**src/core/wdt_pkg.sv**
```systemverilog
// Purpose: Shared constants and carrier types of the watchdog with trap.
// Assumes: clk is the high-frequency clock; every input is on clk.
// Notes:   Function
// Function
// - Enable bit and counting are active straight out of reset.
// - While disabled the binary counter stages stay at zero.
// - Action select zero turns an overflow into a watchdog NMI request.
// - The watchdog NMI cannot be masked by the global interrupt flag.
// - A new watchdog NMI is taken at once, even during service.
// - Action select one turns an overflow into a reset pulse.
// - Watchdog reset pulse lasts at most 24 high-frequency clocks.
// - Command D2 commits trap area, 4E clears, B1 disables once the enable bit is clear; rest ignored.
// - A new RAM trap setting acts only after command D2.
// - RAM fetches trap only when the committed RAM trap bit is one.
// - Fetches from special or bank register areas always trap.
// - Trap action zero turns a trapping fetch into a trap NMI.
// - The trap NMI cannot be masked by the global interrupt flag.
// - A new trap NMI is taken at once, even during service.
// - Trap action one turns a trapping fetch into a reset pulse.
// - Trap reset pulse lasts at most 24 high-frequency clocks.
// - Trap controls share the watchdog config and command addresses.
// - Clear code resets the binary counter only, never the divider.
// - Once action select is zero, writes cannot set it back.
// - Counting pauses in stop, idle and sleep, then resumes.
// - Timeout codes 00..11 give 2^25..2^19 fc or 2^17..2^11 fs.
package wdt_pkg;

  // Register offsets
  localparam logic [7:0] CFG_OFF    = 8'h34;
  localparam logic [7:0] CMD_OFF    = 8'h35;
  localparam logic [7:0] STATUS_OFF = 8'h36;

  // Command codes
  localparam logic [7:0] CODE_TRAP_COMMIT = 8'hD2;
  localparam logic [7:0] CODE_CLEAR       = 8'h4E;
  localparam logic [7:0] CODE_DISABLE     = 8'hB1;

  // Configuration field positions
  localparam int CFG_WD_ACT_BIT   = 0;
  localparam int CFG_TSEL_LSB     = 1;
  localparam int CFG_EN_BIT       = 3;
  localparam int CFG_TRAP_ACT_BIT = 4;
  localparam int CFG_RAM_SEL_BIT  = 5;

  // Divider lengths: overflow is divider period times four
  localparam int HF_DIV_LOG2_DEF = 23;
  localparam int LF_DIV_LOG2_DEF = 15;
  localparam logic [1:0] BIN_LAST = 2'h3;

  // Reset pulse time in high-frequency clock periods
  localparam int RST_MAX_FC_PERIODS = 24;
  localparam int FC_PERIOD_NS       = 8;
  localparam int CLK_PERIOD_NS      = 8;
  localparam int RST_CYCLES_INT     =
    RST_MAX_FC_PERIODS * FC_PERIOD_NS / CLK_PERIOD_NS;
  localparam logic [4:0] RST_CYCLES = 5'(RST_CYCLES_INT);

  // Register port request
  typedef struct packed {
    logic       wr;
    logic       rd;
    logic [7:0] addr;
    logic [7:0] wdata;
  } bus_req_type;

  // Instruction fetch region flags
  typedef struct packed {
    logic valid;
    logic in_ram;
    logic in_sfr;
    logic in_dbr;
  } fetch_type;

  // Whole state of the watchdog core
  typedef struct packed {
    logic       en_bit;
    logic       running;
    logic [1:0] tsel;
    logic       wd_act;
    logic       trap_act;
    logic       ram_sel_stage;
    logic       ram_sel;
    logic [1:0] bincnt;
    logic       wd_nmi;
    logic       trap_nmi;
    logic       rst_active;
    logic [4:0] rst_cnt;
    logic [7:0] rdata;
  } wd_state_type;

  localparam wd_state_type STATE_RESET = '{
    en_bit:        1'b1,
    running:       1'b1,
    tsel:          2'h0,
    wd_act:        1'b1,
    trap_act:      1'b1,
    ram_sel_stage: 1'b1,
    ram_sel:       1'b1,
    bincnt:        2'h0,
    wd_nmi:        1'b0,
    trap_nmi:      1'b0,
    rst_active:    1'b0,
    rst_cnt:       5'h00,
    rdata:         8'h00
  };

endpackage : wdt_pkg

```
**src/core/wd_divider.sv**
```systemverilog
// Purpose: Internal divider that paces the watchdog binary counter.
// Assumes: fs_tick is a one-cycle strobe on clk at the low frequency.
// Notes:   The divider is never cleared by software, only by reset.
`timescale 1ns/100ps
module wd_divider
  import wdt_pkg::*;
#(
  parameter int HF_DIV_LOG2 = HF_DIV_LOG2_DEF,
  parameter int LF_DIV_LOG2 = LF_DIV_LOG2_DEF
) (
  // Clock and reset
  input  wire logic       clk,
  input  wire logic       rstn,
  // Control
  input  wire logic       run,
  input  wire logic       use_lf,
  input  wire logic       fs_tick,
  input  wire logic [1:0] tsel,
  // Result
  output logic            tick
);

  localparam int W = HF_DIV_LOG2;

  // Every timeout code takes two bits off the divider
  initial begin
    if (LF_DIV_LOG2 < 7 || HF_DIV_LOG2 < LF_DIV_LOG2 || W > 40) begin
      $error("wd_divider: divider lengths out of range");
    end
  end

  typedef struct packed {
    logic [W-1:0] cnt;
  } div_state_type;

  div_state_type st_q;
  div_state_type st_d;
  logic          step;
  logic [5:0]    shift;
  logic [W-1:0]  mask;

  // Divider stepping and stage select
  always_comb begin
    st_d  = st_q;
    step  = run && (!use_lf || fs_tick);
    shift = use_lf ? 6'(LF_DIV_LOG2 - 2 * int'(tsel))
                   : 6'(HF_DIV_LOG2 - 2 * int'(tsel));
    mask  = {W{1'b1}} >> (6'(W) - shift);
    tick  = step && ((st_q.cnt & mask) == mask);
    if (step) begin
      st_d.cnt = st_q.cnt + 1'b1;
    end
  end

  // State register
  always_ff @(posedge clk or negedge rstn) begin
    if (!rstn) begin
      st_q <= '0;
    end else begin
      st_q <= st_d;
    end
  end

endmodule : wd_divider

```
**src/core/wd_trap_core.sv**
```systemverilog
// Purpose: Watchdog timer with address-trap supervision and reset pulse.
// Assumes: Core fetch flags, mode inputs and the register port run on clk.
// Notes:   Config and command are write-only; a status word is readable.
`timescale 1ns/100ps
module wd_trap_core
  import wdt_pkg::*;
#(
  parameter int HF_DIV_LOG2 = HF_DIV_LOG2_DEF,
  parameter int LF_DIV_LOG2 = LF_DIV_LOG2_DEF
) (
  // Clock and reset
  input  wire logic        clk,
  input  wire logic        rstn,
  // Register port
  input  wire bus_req_type bus,
  output logic [7:0]       rdata,
  // Core fetch and modes
  input  wire fetch_type   fetch,
  input  wire logic        low_power_hold,
  input  wire logic        divider_stage_select,
  input  wire logic        low_speed_mode_one,
  input  wire logic        fs_tick,
  // Requests to the core
  output logic             wd_nmi_request,
  output logic             trap_nmi_request,
  output logic             hw_reset_req,
  output logic             hf_osc_restart,
  // Open-drain reset pin
  output logic             rst_pin_o,
  output logic             rst_pin_oe
);

  initial begin
    if (RST_CYCLES_INT < 1 || RST_CYCLES_INT > 31) begin
      $error("wd_trap_core: reset pulse length out of range");
    end
  end

  wd_state_type st_q;
  wd_state_type st_d;
  logic         tick;
  logic         cfg_wr;
  logic         cmd_wr;
  logic         ovf;
  logic         trap;
  logic         rst_fire;

  // Divider runs only while enabled and not in a low-power mode
  wd_divider #(
    .HF_DIV_LOG2 (HF_DIV_LOG2),
    .LF_DIV_LOG2 (LF_DIV_LOG2)
  ) u_div (
    .clk     (clk),
    .rstn    (rstn),
    .run     (st_q.running && !low_power_hold),
    .use_lf  (divider_stage_select || low_speed_mode_one),
    .fs_tick (fs_tick),
    .tsel    (st_q.tsel),
    .tick    (tick)
  );

  // Address decode, overflow and trap detection
  always_comb begin
    cfg_wr = bus.wr && (bus.addr == CFG_OFF);
    cmd_wr = bus.wr && (bus.addr == CMD_OFF);
    ovf    = tick && (st_q.bincnt == BIN_LAST);
    trap   = fetch.valid && (fetch.in_sfr || fetch.in_dbr
             || (fetch.in_ram && st_q.ram_sel));
    rst_fire = !st_q.rst_active && ((ovf && st_q.wd_act)
               || (trap && st_q.trap_act));
  end

  // Next state of the whole block
  always_comb begin
    st_d = st_q;
    // Configuration write: trap area is only staged here
    if (cfg_wr) begin
      st_d.tsel          = bus.wdata[CFG_TSEL_LSB +: 2];
      st_d.en_bit        = bus.wdata[CFG_EN_BIT];
      st_d.trap_act      = bus.wdata[CFG_TRAP_ACT_BIT];
      st_d.ram_sel_stage = bus.wdata[CFG_RAM_SEL_BIT];
      st_d.wd_act = st_q.wd_act && bus.wdata[CFG_WD_ACT_BIT];
      if (bus.wdata[CFG_EN_BIT]) begin
        st_d.running = 1'b1;
      end
    end
    // Binary counter steps on each divider tick and wraps on overflow
    if (tick) begin
      st_d.bincnt = st_q.bincnt + 2'h1;
    end
    // Command decode; unknown codes leave everything alone
    if (cmd_wr) begin
      unique case (bus.wdata)
        CODE_TRAP_COMMIT: begin
          st_d.ram_sel = st_q.ram_sel_stage;
        end
        CODE_CLEAR: begin
          st_d.bincnt = 2'h0;
        end
        CODE_DISABLE: begin
          if (!st_q.en_bit) begin
            st_d.running = 1'b0;
          end
        end
        default: begin
        end
      endcase
    end
    // A stopped watchdog keeps its counter cleared
    if (!st_d.running) begin
      st_d.bincnt = 2'h0;
    end
    // Interrupt requests are one-cycle pulses, never gated or queued
    st_d.wd_nmi   = ovf && !st_q.wd_act;
    st_d.trap_nmi = trap && !st_q.trap_act;
    // Shared reset pulse timer for both sources
    if (rst_fire) begin
      st_d.rst_active = 1'b1;
      st_d.rst_cnt    = RST_CYCLES - 5'h01;
    end else if (st_q.rst_active) begin
      if (st_q.rst_cnt == 5'h00) begin
        st_d.rst_active = 1'b0;
      end else begin
        st_d.rst_cnt = st_q.rst_cnt - 5'h01;
      end
    end
    // Read data: status word only, others read as zero
    st_d.rdata = 8'h00;
    if (bus.rd && (bus.addr == STATUS_OFF)) begin
      st_d.rdata = {1'b0, st_q.rst_active, st_q.ram_sel, st_q.trap_act,
                    st_q.wd_act, st_q.running, st_q.bincnt};
    end
  end

  // State register
  always_ff @(posedge clk or negedge rstn) begin
    if (!rstn) begin
      st_q <= STATE_RESET;
    end else begin
      st_q <= st_d;
    end
  end

  // Outputs
  assign rdata            = st_q.rdata;
  assign wd_nmi_request   = st_q.wd_nmi;
  assign trap_nmi_request = st_q.trap_nmi;
  assign hw_reset_req     = st_q.rst_active;
  assign hf_osc_restart   = st_q.rst_active && low_speed_mode_one;
  assign rst_pin_o        = 1'b0;
  assign rst_pin_oe       = st_q.rst_active;

  // Checks next to the logic
  AST_RESET_ENABLED: assert property (
    @(posedge clk) disable iff (!rstn)
    $rose(rstn) |-> (st_q.running && st_q.en_bit && st_q.wd_act))
    else $error("watchdog not enabled after reset");

  AST_STOPPED_ZERO: assert property (
    @(posedge clk) disable iff (!rstn)
    !st_q.running |-> (st_q.bincnt == 2'h0))
    else $error("counter not zero while stopped");

  AST_DISABLE_NEEDS_BIT: assert property (
    @(posedge clk) disable iff (!rstn)
    (cmd_wr && bus.wdata == CODE_DISABLE && st_q.en_bit && st_q.running)
    |=> st_q.running)
    else $error("disable code took effect with enable bit set");

  AST_WD_NMI: assert property (
    @(posedge clk) disable iff (!rstn)
    (ovf && !st_q.wd_act && !rst_fire)
    |=> (wd_nmi_request && !$rose(rst_pin_oe)))
    else $error("overflow did not give watchdog NMI");

  AST_WD_RESET: assert property (
    @(posedge clk) disable iff (!rstn)
    (ovf && st_q.wd_act && !st_q.rst_active) |=> rst_pin_oe [*8])
    else $error("overflow did not hold reset pin low");

  AST_RESET_WIDTH: assert property (
    @(posedge clk) disable iff (!rstn)
    $rose(rst_pin_oe) |-> (rst_pin_oe && !rst_pin_o) ##24 !rst_pin_oe)
    else $error("reset pulse length wrong");

  AST_COMMIT: assert property (
    @(posedge clk) disable iff (!rstn)
    (cmd_wr && bus.wdata == CODE_TRAP_COMMIT)
    |=> (st_q.ram_sel == $past(st_q.ram_sel_stage)))
    else $error("trap area commit failed");

  AST_NO_EARLY_AREA: assert property (
    @(posedge clk) disable iff (!rstn)
    cfg_wr |=> $stable(st_q.ram_sel))
    else $error("trap area changed without commit");

  AST_CLEAR: assert property (
    @(posedge clk) disable iff (!rstn)
    (cmd_wr && bus.wdata == CODE_CLEAR) |=> (st_q.bincnt == 2'h0))
    else $error("clear code did not clear counter");

  AST_RAM_FREE: assert property (
    @(posedge clk) disable iff (!rstn)
    (fetch.valid && fetch.in_ram && !fetch.in_sfr && !fetch.in_dbr
     && !st_q.ram_sel) |=> !trap_nmi_request)
    else $error("RAM fetch trapped while allowed");

  AST_REG_AREA_TRAP: assert property (
    @(posedge clk) disable iff (!rstn)
    (fetch.valid && (fetch.in_sfr || fetch.in_dbr) && !st_q.trap_act)
    |=> trap_nmi_request)
    else $error("register area fetch did not trap");

  AST_TRAP_RESET: assert property (
    @(posedge clk) disable iff (!rstn)
    (trap && st_q.trap_act && !st_q.rst_active)
    |=> (rst_pin_oe && hw_reset_req && !trap_nmi_request))
    else $error("trap did not start reset pulse");

  AST_ACT_LOCK: assert property (
    @(posedge clk) disable iff (!rstn)
    !st_q.wd_act |=> !st_q.wd_act)
    else $error("action select returned to reset");

  AST_HOLD: assert property (
    @(posedge clk) disable iff (!rstn)
    (low_power_hold && !cmd_wr) |=> $stable(st_q.bincnt))
    else $error("counter moved during low-power hold");

  AST_ODD_CODE: assert property (
    @(posedge clk) disable iff (!rstn)
    (cmd_wr && bus.wdata != CODE_TRAP_COMMIT && bus.wdata != CODE_CLEAR
     && bus.wdata != CODE_DISABLE)
    |=> ($stable(st_q.ram_sel) && $stable(st_q.running)))
    else $error("unknown command code changed state");

  AST_RAM_TRAP: assert property (
    @(posedge clk) disable iff (!rstn)
    (fetch.valid && fetch.in_ram && st_q.ram_sel && !st_q.trap_act)
    |=> trap_nmi_request)
    else $error("RAM fetch did not trap while forbidden");

  AST_TRAP_NMI: assert property (
    @(posedge clk) disable iff (!rstn)
    (trap && !st_q.trap_act && !rst_fire)
    |=> (trap_nmi_request && !$rose(rst_pin_oe)))
    else $error("trapping fetch did not give trap NMI");

endmodule : wd_trap_core

```
**config.mk**
```make
export PLATFORM = sky130hd
export DESIGN_NAME = wd_trap_core
export DESIGN_NICKNAME = d
export VERILOG_FILES = /design/src/core/wdt_pkg.sv /design/src/core/wd_divider.sv /design/src/core/wd_trap_core.sv
export SDC_FILE = /design/constraint.sdc
export NUM_CORES = 1
export LEC_CHECK = 0
export BUFFER_PORTS_ARGS = -buffer_cell sky130_fd_sc_hd__buf_2
export CAP_MARGIN = 25
export CORE_MARGIN = 5
export CORE_UTILIZATION = 55
export CTS_CLUSTER_SIZE = 12
export DETAILED_ROUTE_END_ITERATION = 16
export PLACE_DENSITY = 0.75
export SLEW_MARGIN = 10
export SYNTH_ARGS = -nofsm -noshare
export SYNTH_HDL_FRONTEND = slang
export SYNTH_SLANG_ARGS = --single-unit
```
**constraint.sdc**
```tcl
create_clock -name clk -period 2.1 [get_ports clk]
set_clock_uncertainty 0.05 [all_clocks]
set_input_delay 0 -clock clk [delete_from_list [all_inputs] [get_ports clk]]
set_output_delay 0 -clock clk [all_outputs]
set_load 0.01 [all_outputs]
```
---- Yosys cells after proc, flatten, opt, wreduce, memory -nomap -nowiden ----
Cells that the tools add are included.
cells by class
  shift-type cells ........................ 1
  multiplexer cells ....................... 15
  reductions and logical operators ........ 30
  bitwise logic cells ..................... 1
  $add $sub $neg .......................... 6
  equality and inequality tests ........... 9
operator list
  cell                                                                   number
  8-bit by 6-bit equality test with 1-bit output, second input constant  3
  6-bit two-way mux                                                      4
  23-bit by 1-bit adder with 23-bit output, second input constant        1
  23-bit bitwise AND                                                     1
  23-bit equality test                                                   1
  23-bit by 6-bit >> shifter with 23-bit output, first input constant    1
  8-bit equality test, second input constant                             2
  1-bit logical AND                                                      16
  8-bit by 7-bit equality test with 1-bit output, second input constant  1
  2-bit two-way mux                                                      4
  7-bit two-way mux                                                      1
  5-bit by 3-bit subtractor with 6-bit output, first input constant      1
  5-bit by 6-bit subtractor with 6-bit output, first input constant      1
  1-bit logical NOT                                                      5
  5-bit logical NOT                                                      1
  1-bit logical OR                                                       5
  1-bit two-way mux                                                      5
  5-bit two-way mux                                                      1
  4-bit by 3-bit subtractor with 5-bit output, first input constant      1
  5-bit by 1-bit subtractor with 5-bit output, second input constant     1
  2-bit AND reduction                                                    2
  2-bit by 1-bit adder with 2-bit output, second input constant          1
  2-bit equality test, second input constant                             1
  2-bit inequality test, second input constant                           1
  2-bit nonzero test                                                     1
word-level totals
  flip-flop bits (word level) ............. 49
  input bits .............................. 28

---- Depth between registers and ports, before layout ----
Gate-level depths: netlist (run 1).
  depth in word-level cells ............... 13
  depth in mapped cells ................... 6

---- By module ----
From an unflattened synthesis (run 1), not the netlist that was laid out.
second synthesis, totals
  cell total of the unflattened synthesis .. 211
  area total of the unflattened synthesis .. 2366.0 µm²
by module, submodules not included
  module        area each (µm²)  times used  sequential area each (µm²)  cells an instance
  wd_trap_core  1203.7           1           633.1                       106
  wd_divider    1162.4           1           575.6                       105

---- Worst setup path after synthesis (run 1) ----
OpenSTA, ideal clock, no wires.
  kind .................................... register to register
  start point ............................. register st_q[24] (netlist bit)
  end point ............................... register st_q[16] (netlist bit)
  data required time ...................... 1.973 ns
  buffers on the path ..................... 0
  slack ................................... 0.330 ns
  stages on the path, launching flop included .. 6
  period minus slack after synthesis ...... 1.770 ns
  data arrival time ....................... 1.643 ns
  path through ............................ dfstp_2 > and3b_1 > nand4_1 > or3b_1 > or3_1 > a21oi_1
RTL lines
  element                 RTL line             text
  from (decl)             wd_trap_core.sv:39   wd_state_type st_q;
  from (signal assigned)  wd_trap_core.sv:140  st_q <= st_d;

==> flow_summary_export.csv, run 1 <==
group,metric,value,unit
sta,measured_slew_at_the_worst_slew_check_pin,631,ps
sta,report.final.hold_viol_count,0,
global_routing,met1_usage,0.238,
critical_path,critical_path_arrival,2070,ps
drt,totalWireLength,4690,um
layout,fill_cells,327,
hold_path,hold_class,"in -> reg",
critical_path,r2r_slack,200,ps
layout,syn_to_final_growth,18.8,%
floorplanning,core_area,4090,um2
cts,clock_pin_transition_on_the_worst_setup_and_hold_timing_paths,90,ps
status,run_status,"complete, no violations",
global_routing,grt.met2_usage,0.301,
global_routing,gr-usage-all-layers,0.185,
floorplanning,die_area,5710,um2
cts,h-tree-depth,2,
critical_path,startpoint_type_of_the_worst_setup_path,"register",
power_and_ir_drop,cellLeakagePower,0.00130,uW
drt,drtPass1Iterations,4,
cts,cts_repair_resize_count,0,
logic_synthesis,synth-edff-count,0,
cts,max_root_sink_buffers,2,
layout,drive_above_1_share,0.269,
global_routing,grt_max_degree,30,
run,drv_cap,0,
drt,vias_after_detailed_routing,1745,
drt,remaining_drc_errors,0,
floorplanning,ioPinCount,42,
logic_synthesis,async_reset_ff_frac,1.00,
critical_path,timing.rr.end,"st_q[16]$_DFF_PN0_",
drt,avgRoutedWirePerCell,14.6,um
critical_path,timing.critical_path.to_type,"register",
critical_path,rr_startpoint,"u_div.st_q[0]$_DFFE_PN0P_",
logic_synthesis,synth.lib_cells_used.distinct,50,
critical_path,reg2regPathDepth,6,
logic_synthesis,synth.avg_cell_area,10.9,um2
sta,max_freq,527,MHz
drt,route.antenna.remaining_nets,0,
layout,final_cell_mix,"dfrtp_1, buf_2, nand2_1",
layout,fin_nets,301,
power_and_ir_drop,switching_share,0.291,
sta,final_max_slew_viol_count,0,
floorplanning,floorplan.initialDensity,0.579,
layout,seqCellArea,1210,um2
global_routing,grt_remaining_overflow,0,
logic_synthesis,synthCells,216,
critical_path,path_max_fanout,4,
logic_synthesis,synthFlopType,"dfrtp_1",
sta,final_period_minus_worst_setup_slack,1900,ps
drt,viasPerCell,5.44,
placement,number_of_port_buffers,39,
global_routing,groute.layer.met3.usage,0.0488,
sta,grt_setup_unrepaired,"no",
global_routing,first_pass_grt_wire_length,7910,um
floorplanning,die_width,75.6,um
hold_path,min_delay_worst_endpoint,"st_q[24]$_DFF_PN1_",
critical_path,critical_path_class,"reg -> reg",
hold_path,worstHoldStart,"bus[17]",
placement,placer_s_final_routability_congestion_estimate,0.843,
cts,numCtsBuffers,5,
power_and_ir_drop,fraction_of_power_consumed_by_sequential_logic,0.544,
sta,final_critical_path_setup_slack,203,ps
sta,total_negative_slack,0,ps
placement,detailed_place_hpwl,3540,um
drt,first_iter_violations,76,
power_and_ir_drop,power.internal,1500,uW
floorplanning,std_cell_rows,23,
power_and_ir_drop,share_comb_of_total_power,0.186,
hold_path,worstHoldPathCells,4,
layout,layout.cells.most_common,"dfrtp_1",
logic_synthesis,ys_warn_count,0,
sta,layout_worst_path_cycle_share,0.903,
critical_path,critPathRequiredTime,2280,ps
layout,n_antenna_cell,0,
global_routing,first_global_vias,1756,
power_and_ir_drop,power.clock.fraction,0.270,
sta,timing.max_slew.rel_slack,0.576,
power_and_ir_drop,power.ir.vdd_worst,0.540,mV
cts,clock_latency,300,ps
layout,multi_input_area,1060,um2
global_routing,number_of_antenna_violations_at_the_first_check_in_global_routing,0,
layout,final_core_utilization,0.687,
sta,setup_violations,0,
logic_synthesis,synth.ff_latch_count,48,
global_routing,grt.busiest_layer,"met2",
floorplanning,die-height,75.6,um
critical_path,crit_start,"u_div.st_q[0]$_DFFE_PN0P_",
power_and_ir_drop,cellPowerDensity,754,nW/um2
logic_synthesis,syn_area,2360,um2
power_and_ir_drop,power.switching,615,uW
placement,placement.setup.worst_slack,226,ps
cts,cts_num_sinks,48,
logic_synthesis,synth_sequential_area_ratio,0.511,
cts,clock_tree_root,"clkbuf_8",
cts,tritoncts,"done",
logic make-up (layout without fill, tap and decap cells):
family          after synthesis  after routing  share of synthesized area
compound gates               31             31                     0.0936
other cells                   1              2                    0.00159
fa+ha+maj                     3              3                     0.0159
buf+inv                      16             70                     0.0413
simple gates                 86             86                      0.214
flops                        48             48                      0.511
mux                           7              7                     0.0333
xor+xnor                     24             24                     0.0889
worst max-delay path, cell delays in order (launching register included):
cell and delay [ps]:
dfrtp_1 380, ha_1 200, and4_1 190, nand4_1 120, or3b_1 420, or3_1 320, a21oi_1 140
metal layers:
metal / share of wire / vias to the layer above / wire [um]
met4: 0.015 / 0 / 70
met5: 0 / - / 0
met2: 0.49 / 36 / 2290
met3: 0.042 / 8 / 199
li1: - / 871 / -
met1: 0.45 / 830 / 2130
state kept, by name, indices dropped and copies added (netlist names):
name	flops
u_div.st_q	23
trap_nmi_request	1
wd_nmi_request	1
rdata	7
hw_reset_req	1
st_q	15
worst max-delay path by stage:
stage | cells past startpoint | endpoint | slack [ps]
2_1_floorplan | 5 | st_q[16]$_DFF_PN0_ | 330
3_3_place_gp | 5 | st_q[16]$_DFF_PN0_ | 260
3_5_place_dp | 6 | st_q[16]$_DFF_PN0_ | 230
4_1_cts | 6 | st_q[16]$_DFF_PN0_ | 190
5_1_grt | 6 | st_q[16]$_DFF_PN0_ | 70
6_report | 6 | st_q[16]$_DFF_PN0_ | 200
area by class of cell:
| cell class | count | area share |
|---|---|---|
| repair buffers | 56 | 0.127 |
| clock inverters | 2 | 0.00535 |
| flip-flops and latches | 48 | 0.430 |
| multi-input cells | 153 | 0.378 |
| clock buffers | 6 | 0.0294 |
| inverters | 6 | 0.00802 |
| well taps | 50 | 0.0223 |
stage by stage:
stage	total power [uW]	instance area, um2	hold WS [ps]	instances
3_3_place_gp	1520	2580	11.5	300
3_5_place_dp	1550	2580	11.5	300
4_1_cts	2150	2810	46.3	321
5_1_grt	2260	2810	95.5	321
6_report	2120	2810	72.1	321
2_1_floorplan	1410	2370	-346	217
power by group through the flow:
stage	Sequential [uW]	Combinational (uW)	Clock, uW
3_3_place_gp	1160	361	0
4_1_cts	1150	399	596
6_report	1150	393	572
2_1_floorplan	1140	265	0
5_1_grt	1170	453	632
3_5_place_dp	1170	381	0
timing repair:
action / in CTS / in global routing
hold buffers: 13 / 0
setup buffers: 0 / 0
hold endpoints to repair: 33 / 0
Yosys cell counts (all sizes together) (2+ instances only):
cell type / count / area share
a21oi: 7 / 0.015
and2: 8 / 0.021
and3: 4 / 0.011
and4: 2 / 0.0079
buf: 10 / 0.032
dfrtp: 42 / 0.44
dfstp: 6 / 0.067
ha: 3 / 0.016
inv: 6 / 0.0095
mux2: 7 / 0.033
nand2: 19 / 0.030
nand2b: 2 / 0.0053
nand3: 8 / 0.019
nand3b: 3 / 0.0095
nand4: 7 / 0.019
nand4b: 2 / 0.0074
nand4bb: 2 / 0.0095
nor2: 11 / 0.017
nor3: 2 / 0.0042
nor4: 4 / 0.013
o211ai: 4 / 0.015
o21ai: 6 / 0.013
o31ai: 3 / 0.0095
o41a: 2 / 0.0095
or2: 2 / 0.0053
or3: 2 / 0.0053
or4: 3 / 0.011
xnor2: 18 / 0.067
xor2: 6 / 0.022
No activity file was read; power rests on OpenSTA's default activity.
==> inputs of run 2 (changes only) <==
Settings changed: ABC_AREA set to 1, BUFFER_PORTS_ARGS -buffer_cell sky130_fd_sc_hd__buf_2 to unset, CORE_UTILIZATION 55 to 63, DONT_BUFFER_PORTS set to 1.
==> flow_summary_export.csv, run 2 <==
group,metric,value,unit
floorplanning,core_area,3740,um2
logic_synthesis,post-synth-top-count-cell,"nand2_1",
floorplanning,die_area,5290,um2
drt,avgRoutedWirePerCell,13.6,um
drt,remaining_drc_errors,0,
logic_synthesis,synthFlopType,"dfrtp_1",
cts,clock_tree_root,"clkbuf_8",
sta,final_period_minus_worst_setup_slack,2020,ps
global_routing,grt_max_degree,49,
layout,final_cell_mix,"nand2_1, dfrtp_1, inv_1",
power_and_ir_drop,power.switching,648,uW
global_routing,number_of_antenna_violations_at_the_first_check_in_global_routing,0,
critical_path,worst_path_max_delay_cell,"dlygate4sd3_1",
placement,detailed_place_hpwl,3350,um
drt,viasPerCell,5.31,
logic_synthesis,async_reset_ff_frac,1.00,
cts,clock_latency,310,ps
cts,cts_num_sinks,48,
logic_synthesis,synthCells,290,
status,run_status,"complete, no violations",
drt,totalWireLength,4870,um
floorplanning,ioPinCount,42,
critical_path,timing.critical_path.buf_inv,4,
sta,layout_worst_path_cycle_share,0.961,
logic_synthesis,synth_sequential_area_ratio,0.487,
layout,regMostFlops,"u_div.st_q",
sta,max_freq,496,MHz
critical_path,crit_path_cell_trace,"dlygate4sd3_1 -> nor4_2 -> dlygate4sd3_1 -> nand3_1 -> nand2_1 -> dlygate4sd3_1 -> inv_1",
global_routing,gr-usage-all-layers,0.212,
logic_synthesis,synth_top_cells_by_count,"nand2_1, dfrtp_1, inv_1",
layout,drive_above_1_share,0.0968,
logic_synthesis,synth-edff-count,0,
cts,clock_pin_transition_on_the_worst_setup_and_hold_timing_paths,80,ps
power_and_ir_drop,cellLeakagePower,0.00145,uW
global_routing,grt_remaining_overflow,0,
logic_synthesis,synth.lib_cells_used.distinct,31,
drt,first_iter_violations,148,
layout,n_antenna_cell,0,
logic_synthesis,synth_top_cell_area_share,0.424,
layout,final_core_utilization,0.749,
global_routing,first_global_vias,1944,
logic_synthesis,netlist.top_cell.by_area,"dfrtp_1",
placement,placer_s_final_routability_congestion_estimate,0.822,
global_routing,first_pass_grt_wire_length,8690,um
drt,route.antenna.remaining_nets,0,
power_and_ir_drop,switching_share,0.305,
power_and_ir_drop,share_comb_of_total_power,0.191,
hold_path,hold_class,"in -> reg",
critical_path,critical_path_arrival,2220,ps
floorplanning,die-height,72.8,um
sta,setup_violations,0,
placement,number_of_port_buffers,0,
run,drv_cap,0,
power_and_ir_drop,fraction_of_power_consumed_by_sequential_logic,0.541,
layout,syn_to_final_growth,13.0,%
critical_path,critical_path_class,"in -> reg",
cts,tritoncts,"done",
layout,layout.cells.most_common,"nand2_1",
logic_synthesis,ys_warn_count,0,
sta,grt_setup_unrepaired,"no",
logic_synthesis,syn_area,2480,um2
sta,final_max_slew_viol_count,0,
sta,total_negative_slack,0,ps
logic_synthesis,synth.ff_latch_count,48,
logic_synthesis,synth.avg_cell_area,8.56,um2
critical_path,crit_path_frequent_cell,"dlygate4sd3_1",
drt,drtPass1Iterations,4,
critical_path,critPathRequiredTime,2300,ps
layout,largest_register_ffs,23,
cts,h-tree-depth,2,
floorplanning,die_width,72.8,um
power_and_ir_drop,power.clock.fraction,0.268,
power_and_ir_drop,cellPowerDensity,758,nW/um2
floorplanning,std_cell_rows,22,
critical_path,timing.critical_path.to_type,"register",
cts,numCtsBuffers,5,
drt,vias_after_detailed_routing,1900,
critical_path,max_stage_delay,590,ps
critical_path,path_delay_family,"buffers and inverters",
logic_synthesis,netlist_top_cells_area,"dfrtp_1, nand2_1, dfstp_2",
critical_path,path_max_fanout,4,
power_and_ir_drop,power.internal,1480,uW
cts,max_root_sink_buffers,2,
critical_path,startpoint_type_of_the_worst_setup_path,"input pin",
floorplanning,floorplan.initialDensity,0.663,
power_and_ir_drop,power.ir.vdd_worst,0.603,mV
layout,fin_nets,340,
sta,report.final.hold_viol_count,0,
run 2: cell count changes after synthesis, moves of 7 or more:
cell	change
xnor2_1	-12
mux2_2	-7
inv_1	+34
nand2_1	+47
and2_1	-7
xor2_1	+12
nor2_1	+28
nand3_1	+10
run 2: logic make-up (layout without fill, tap and decap cells):
group           after synthesis  after routing  synth area share
compound gates               12             12            0.0277
xor+xnor                     24             24            0.0847
fa+ha+maj                     3              3            0.0151
buf+inv                      51             70            0.0923
flops                        48             48             0.487
other cells                   1              2           0.00151
simple gates                151            151             0.291
run 2: repair_timing:
action                                  in CTS  in global routing
hold buffers                                22                  0
endpoints found under the hold margin       61                  0
gates resized for setup                      0                  1
buffers inserted                             0                  0
endpoints found under the setup margin       0                  1
run 2: metal layers:
layer,vias to the layer above,share of wire,track usage
met5,-,0,0
met4,0,0.021,0.0902
met3,13,0.079,0.0785
met2,70,0.49,0.346
met1,892,0.41,0.252
li1,925,-,-
run 2: tightest hold or removal path: cells and delay by family:
| family | cells | cell delay [ps] |
|---|---|---|
| AND/OR/NAND/NOR | 4 | 320 |
| buffers and inverters | 1 | 20 |
run 2: path summary, 6_finish.rpt:
kind / start / endpoint / slack, ps / cells after the start
max in group asynchronous: rstn / st_q[18]$_DFFE_PN1P_ / 1600 / 2
hold / removal: low_power_hold / u_div.st_q[1]$_DFFE_PN0P_ / 10 / 5
setup reg to reg: u_div.st_q[0]$_DFFE_PN0P_ / st_q[11]$_DFFE_PN0P_ / 310 / 10
setup / recovery: bus[9] / st_q[24]$_DFF_PN1_ / 80 / 7
hold reg to reg: u_div.st_q[20]$_DFFE_PN0P_ / u_div.st_q[20]$_DFFE_PN0P_ / 420 / 1
min in group asynchronous: rstn / u_div.st_q[6]$_DFFE_PN0P_ / 140 / 2
run 2: power groups by stage:
stage | sequential (uW) | combinational (uW) | clock (uW)
6_report | 1150 | 405 | 570
5_1_grt | 1170 | 471 | 624
2_1_floorplan | 1140 | 317 | 0
4_1_cts | 1150 | 411 | 581
3_5_place_dp | 1170 | 358 | 0
3_3_place_gp | 1160 | 341 | 0
run 2: cell type report:
cell class                      instances  area [um2]
Fill cell                             257         941
Multi-Input combinational cell        192        1050
Sequential cell                        48        1210
Clock inverter                          2        10.0
Clock buffer                            6        82.6
Tap cell                               48        60.1
Timing Repair Buffer                   22         238
Inverter                               40         150
run 2: metrics by stage:
| step | instances | total power, uW | hold WS, ps | area [um2] | setup WS (ps) |
|---|---|---|---|---|---|
| finish | 358 | 2120 | 14.4 | 2800 | 82.1 |
| floorplan | 291 | 1460 | -346 | 2480 | 472 |
| detailed placement | 328 | 1520 | -344 | 2470 | 310 |
| CTS | 358 | 2140 | 14.2 | 2800 | 88.6 |
| global route | 358 | 2260 | 51.2 | 2800 | 5.56 |
| global placement | 328 | 1500 | -344 | 2470 | 386 |
==> inputs of run 3 (changes only) <==
Settings changed: CORE_UTILIZATION 63 to 35, PLACE_DENSITY 0.75 to 0.45.
Clock period 2.1 ns to 2.5 ns, I/O delays scaled along.
==> flow_summary_export.csv, run 3 (synthesized netlist as in run 2, its figures left out) <==
group,metric,value,unit
power_and_ir_drop,power.ir.vdd_worst,0.273,mV
cts,clock_latency,300,ps
sta,final_max_slew_viol_count,0,
status,run_status,"complete, no violations",
sta,layout_worst_path_cycle_share,0.924,
global_routing,grt_max_degree,49,
floorplanning,die_area,8870,um2
power_and_ir_drop,power.clock.fraction,0.270,
layout,n_antenna_cell,0,
placement,dp.cells,376,
power_and_ir_drop,totalPowerFinal,1780,uW
drt,remaining_drc_errors,0,
sta,final.hold.worst_slack,8.57,ps
floorplanning,die-height,94.2,um
layout,final_core_utilization,0.418,
power_and_ir_drop,power.switching,539,uW
layout,fill_cells,711,
power_and_ir_drop,switching_share,0.302,
critical_path,critical_path_class,"in -> reg",
placement,detailed_place_hpwl,3670,um
power_and_ir_drop,cellPowerDensity,625,nW/um2
global_routing,number_of_antenna_violations_at_the_first_check_in_global_routing,0,
floorplanning,floorplan.initialDensity,0.363,
critical_path,critical_path_arrival,2450,ps
drt,drtPass1Iterations,4,
sta,total_negative_slack,0,ps
drt,route.antenna.remaining_nets,0,
hold_path,hold_class,"in -> reg",
critical_path,path_max_fanout,4,
power_and_ir_drop,fraction_of_power_consumed_by_sequential_logic,0.541,
critical_path,critPathRequiredTime,2640,ps
placement,number_of_port_buffers,0,
sta,grt_setup_unrepaired,"no",
cts,clock_tree_root,"clkbuf_8",
power_and_ir_drop,share_comb_of_total_power,0.189,
drt,totalWireLength,5170,um
layout,regMostFlops,"u_div.st_q",
critical_path,startpoint_type_of_the_worst_setup_path,"input pin",
cts,h-tree-depth,2,
floorplanning,std_cell_rows,30,
layout,layout.cells.most_common,"nand2_1",
layout,final_cells,406,
layout,final_cell_mix,"nand2_1, dfrtp_1, inv_1",
floorplanning,die_width,94.2,um
power_and_ir_drop,power.internal,1240,uW
global_routing,first_global_vias,1923,
run,drv_cap,0,
layout,largest_register_ffs,23,
cts,cts_repair_resize_count,0,
sta,report.final.hold_viol_count,0,
drt,first_iter_violations,66,
cts,clock_pin_transition_on_the_worst_setup_and_hold_timing_paths,90,ps
drt,avgRoutedWirePerCell,12.7,um
drt,vias_after_detailed_routing,1814,
layout,syn_to_final_growth,15.0,%
cts,tritoncts,"done",
cts,cts_num_sinks,48,
sta,setup_violations,0,
drt,viasPerCell,4.47,
floorplanning,ioPinCount,42,
sta,max_freq,433,MHz
critical_path,timing.critical_path.to_type,"register",
power_and_ir_drop,cellLeakagePower,0.00144,uW
placement,placer_s_final_routability_congestion_estimate,0.821,
layout,drive_above_1_share,0.0871,
layout,fin_nets,340,
floorplanning,core_area,6830,um2
cts,max_root_sink_buffers,2,
sta,final_period_minus_worst_setup_slack,2310,ps
global_routing,gr-usage-all-layers,0.131,
global_routing,grt_remaining_overflow,0,
cts,numCtsBuffers,5,
global_routing,first_pass_grt_wire_length,9160,um
run 3: changes by cell type in the layout (fill, tap and decap cells not counted), sizes merged:
cell | previous run | this run
clkbuf | 6 | 8
clkinv | 2 | 0
run 3: path summary, 6_finish.rpt:
| path | from | endpoint | slack [ps] | cells after the start |
|---|---|---|---|---|
| setup / recovery | bus[9] | st_q[17]$_DFF_PN0_ | 190 | 9 |
| hold / removal | bus[2] | st_q[16]$_DFF_PN0_ | 9 | 5 |
| setup reg to reg | st_q[25]$_DFFE_PN1P_ | st_q[17]$_DFF_PN0_ | 590 | 9 |
| hold reg to reg | u_div.st_q[20]$_DFFE_PN0P_ | u_div.st_q[20]$_DFFE_PN0P_ | 420 | 1 |
| max in group asynchronous | rstn | st_q[21]$_DFFE_PN1P_ | 1970 | 2 |
| min in group asynchronous | rstn | rdata[5]$_DFF_PN0_ | 170 | 2 |
run 3: layout make-up:
cell class                      count  area (um2)  area share
Multi-Input combinational cell    192        1050       0.367
Clock buffer                        8        90.1      0.0316
Tap cell                           96         120      0.0421
Timing Repair Buffer               22         238      0.0833
Inverter                           40         150      0.0526
Sequential cell                    48        1210       0.423
run 3: through the flow:
stage	instance area [um2]	worst slack, ps
after detailed placement	2530	731
final	2850	189
after global placement	2530	757
after global routing	2850	118
after floorplan	2480	872
after CTS	2850	274
run 3: power groups by stage:
stage | registers [uW] | clock network [uW] | logic, uW
after detailed placement | 980 | 0 | 298
after global routing | 981 | 541 | 402
after floorplan | 957 | 0 | 266
after CTS | 967 | 500 | 344
final | 964 | 482 | 337
after global placement | 982 | 0 | 295
run 3: what timing repair did:
item,4_1_cts,5_1_grt
endpoints found under the setup margin,0,0
setup buffers,0,0
hold buffers,22,0
hold endpoints to repair,60,0
run 3: critical path, cell delays in order:
cell and delay [ps]:
dlygate4sd3_1 560, nor4_1 370, dlygate4sd3_1 600, nand3_1 70, dlygate4sd3_1 560, nand2_1 90
nor2_1 70, o21ai_0 80, nor2_1 50
run 3: per-layer routing:
metal,vias to the layer above,GRT usage,wire (um)
met5,-,0,0
met4,0,0.0457,91
met3,9,0.0385,272
met2,35,0.202,2320
met1,847,0.173,2490
li1,923,-,-
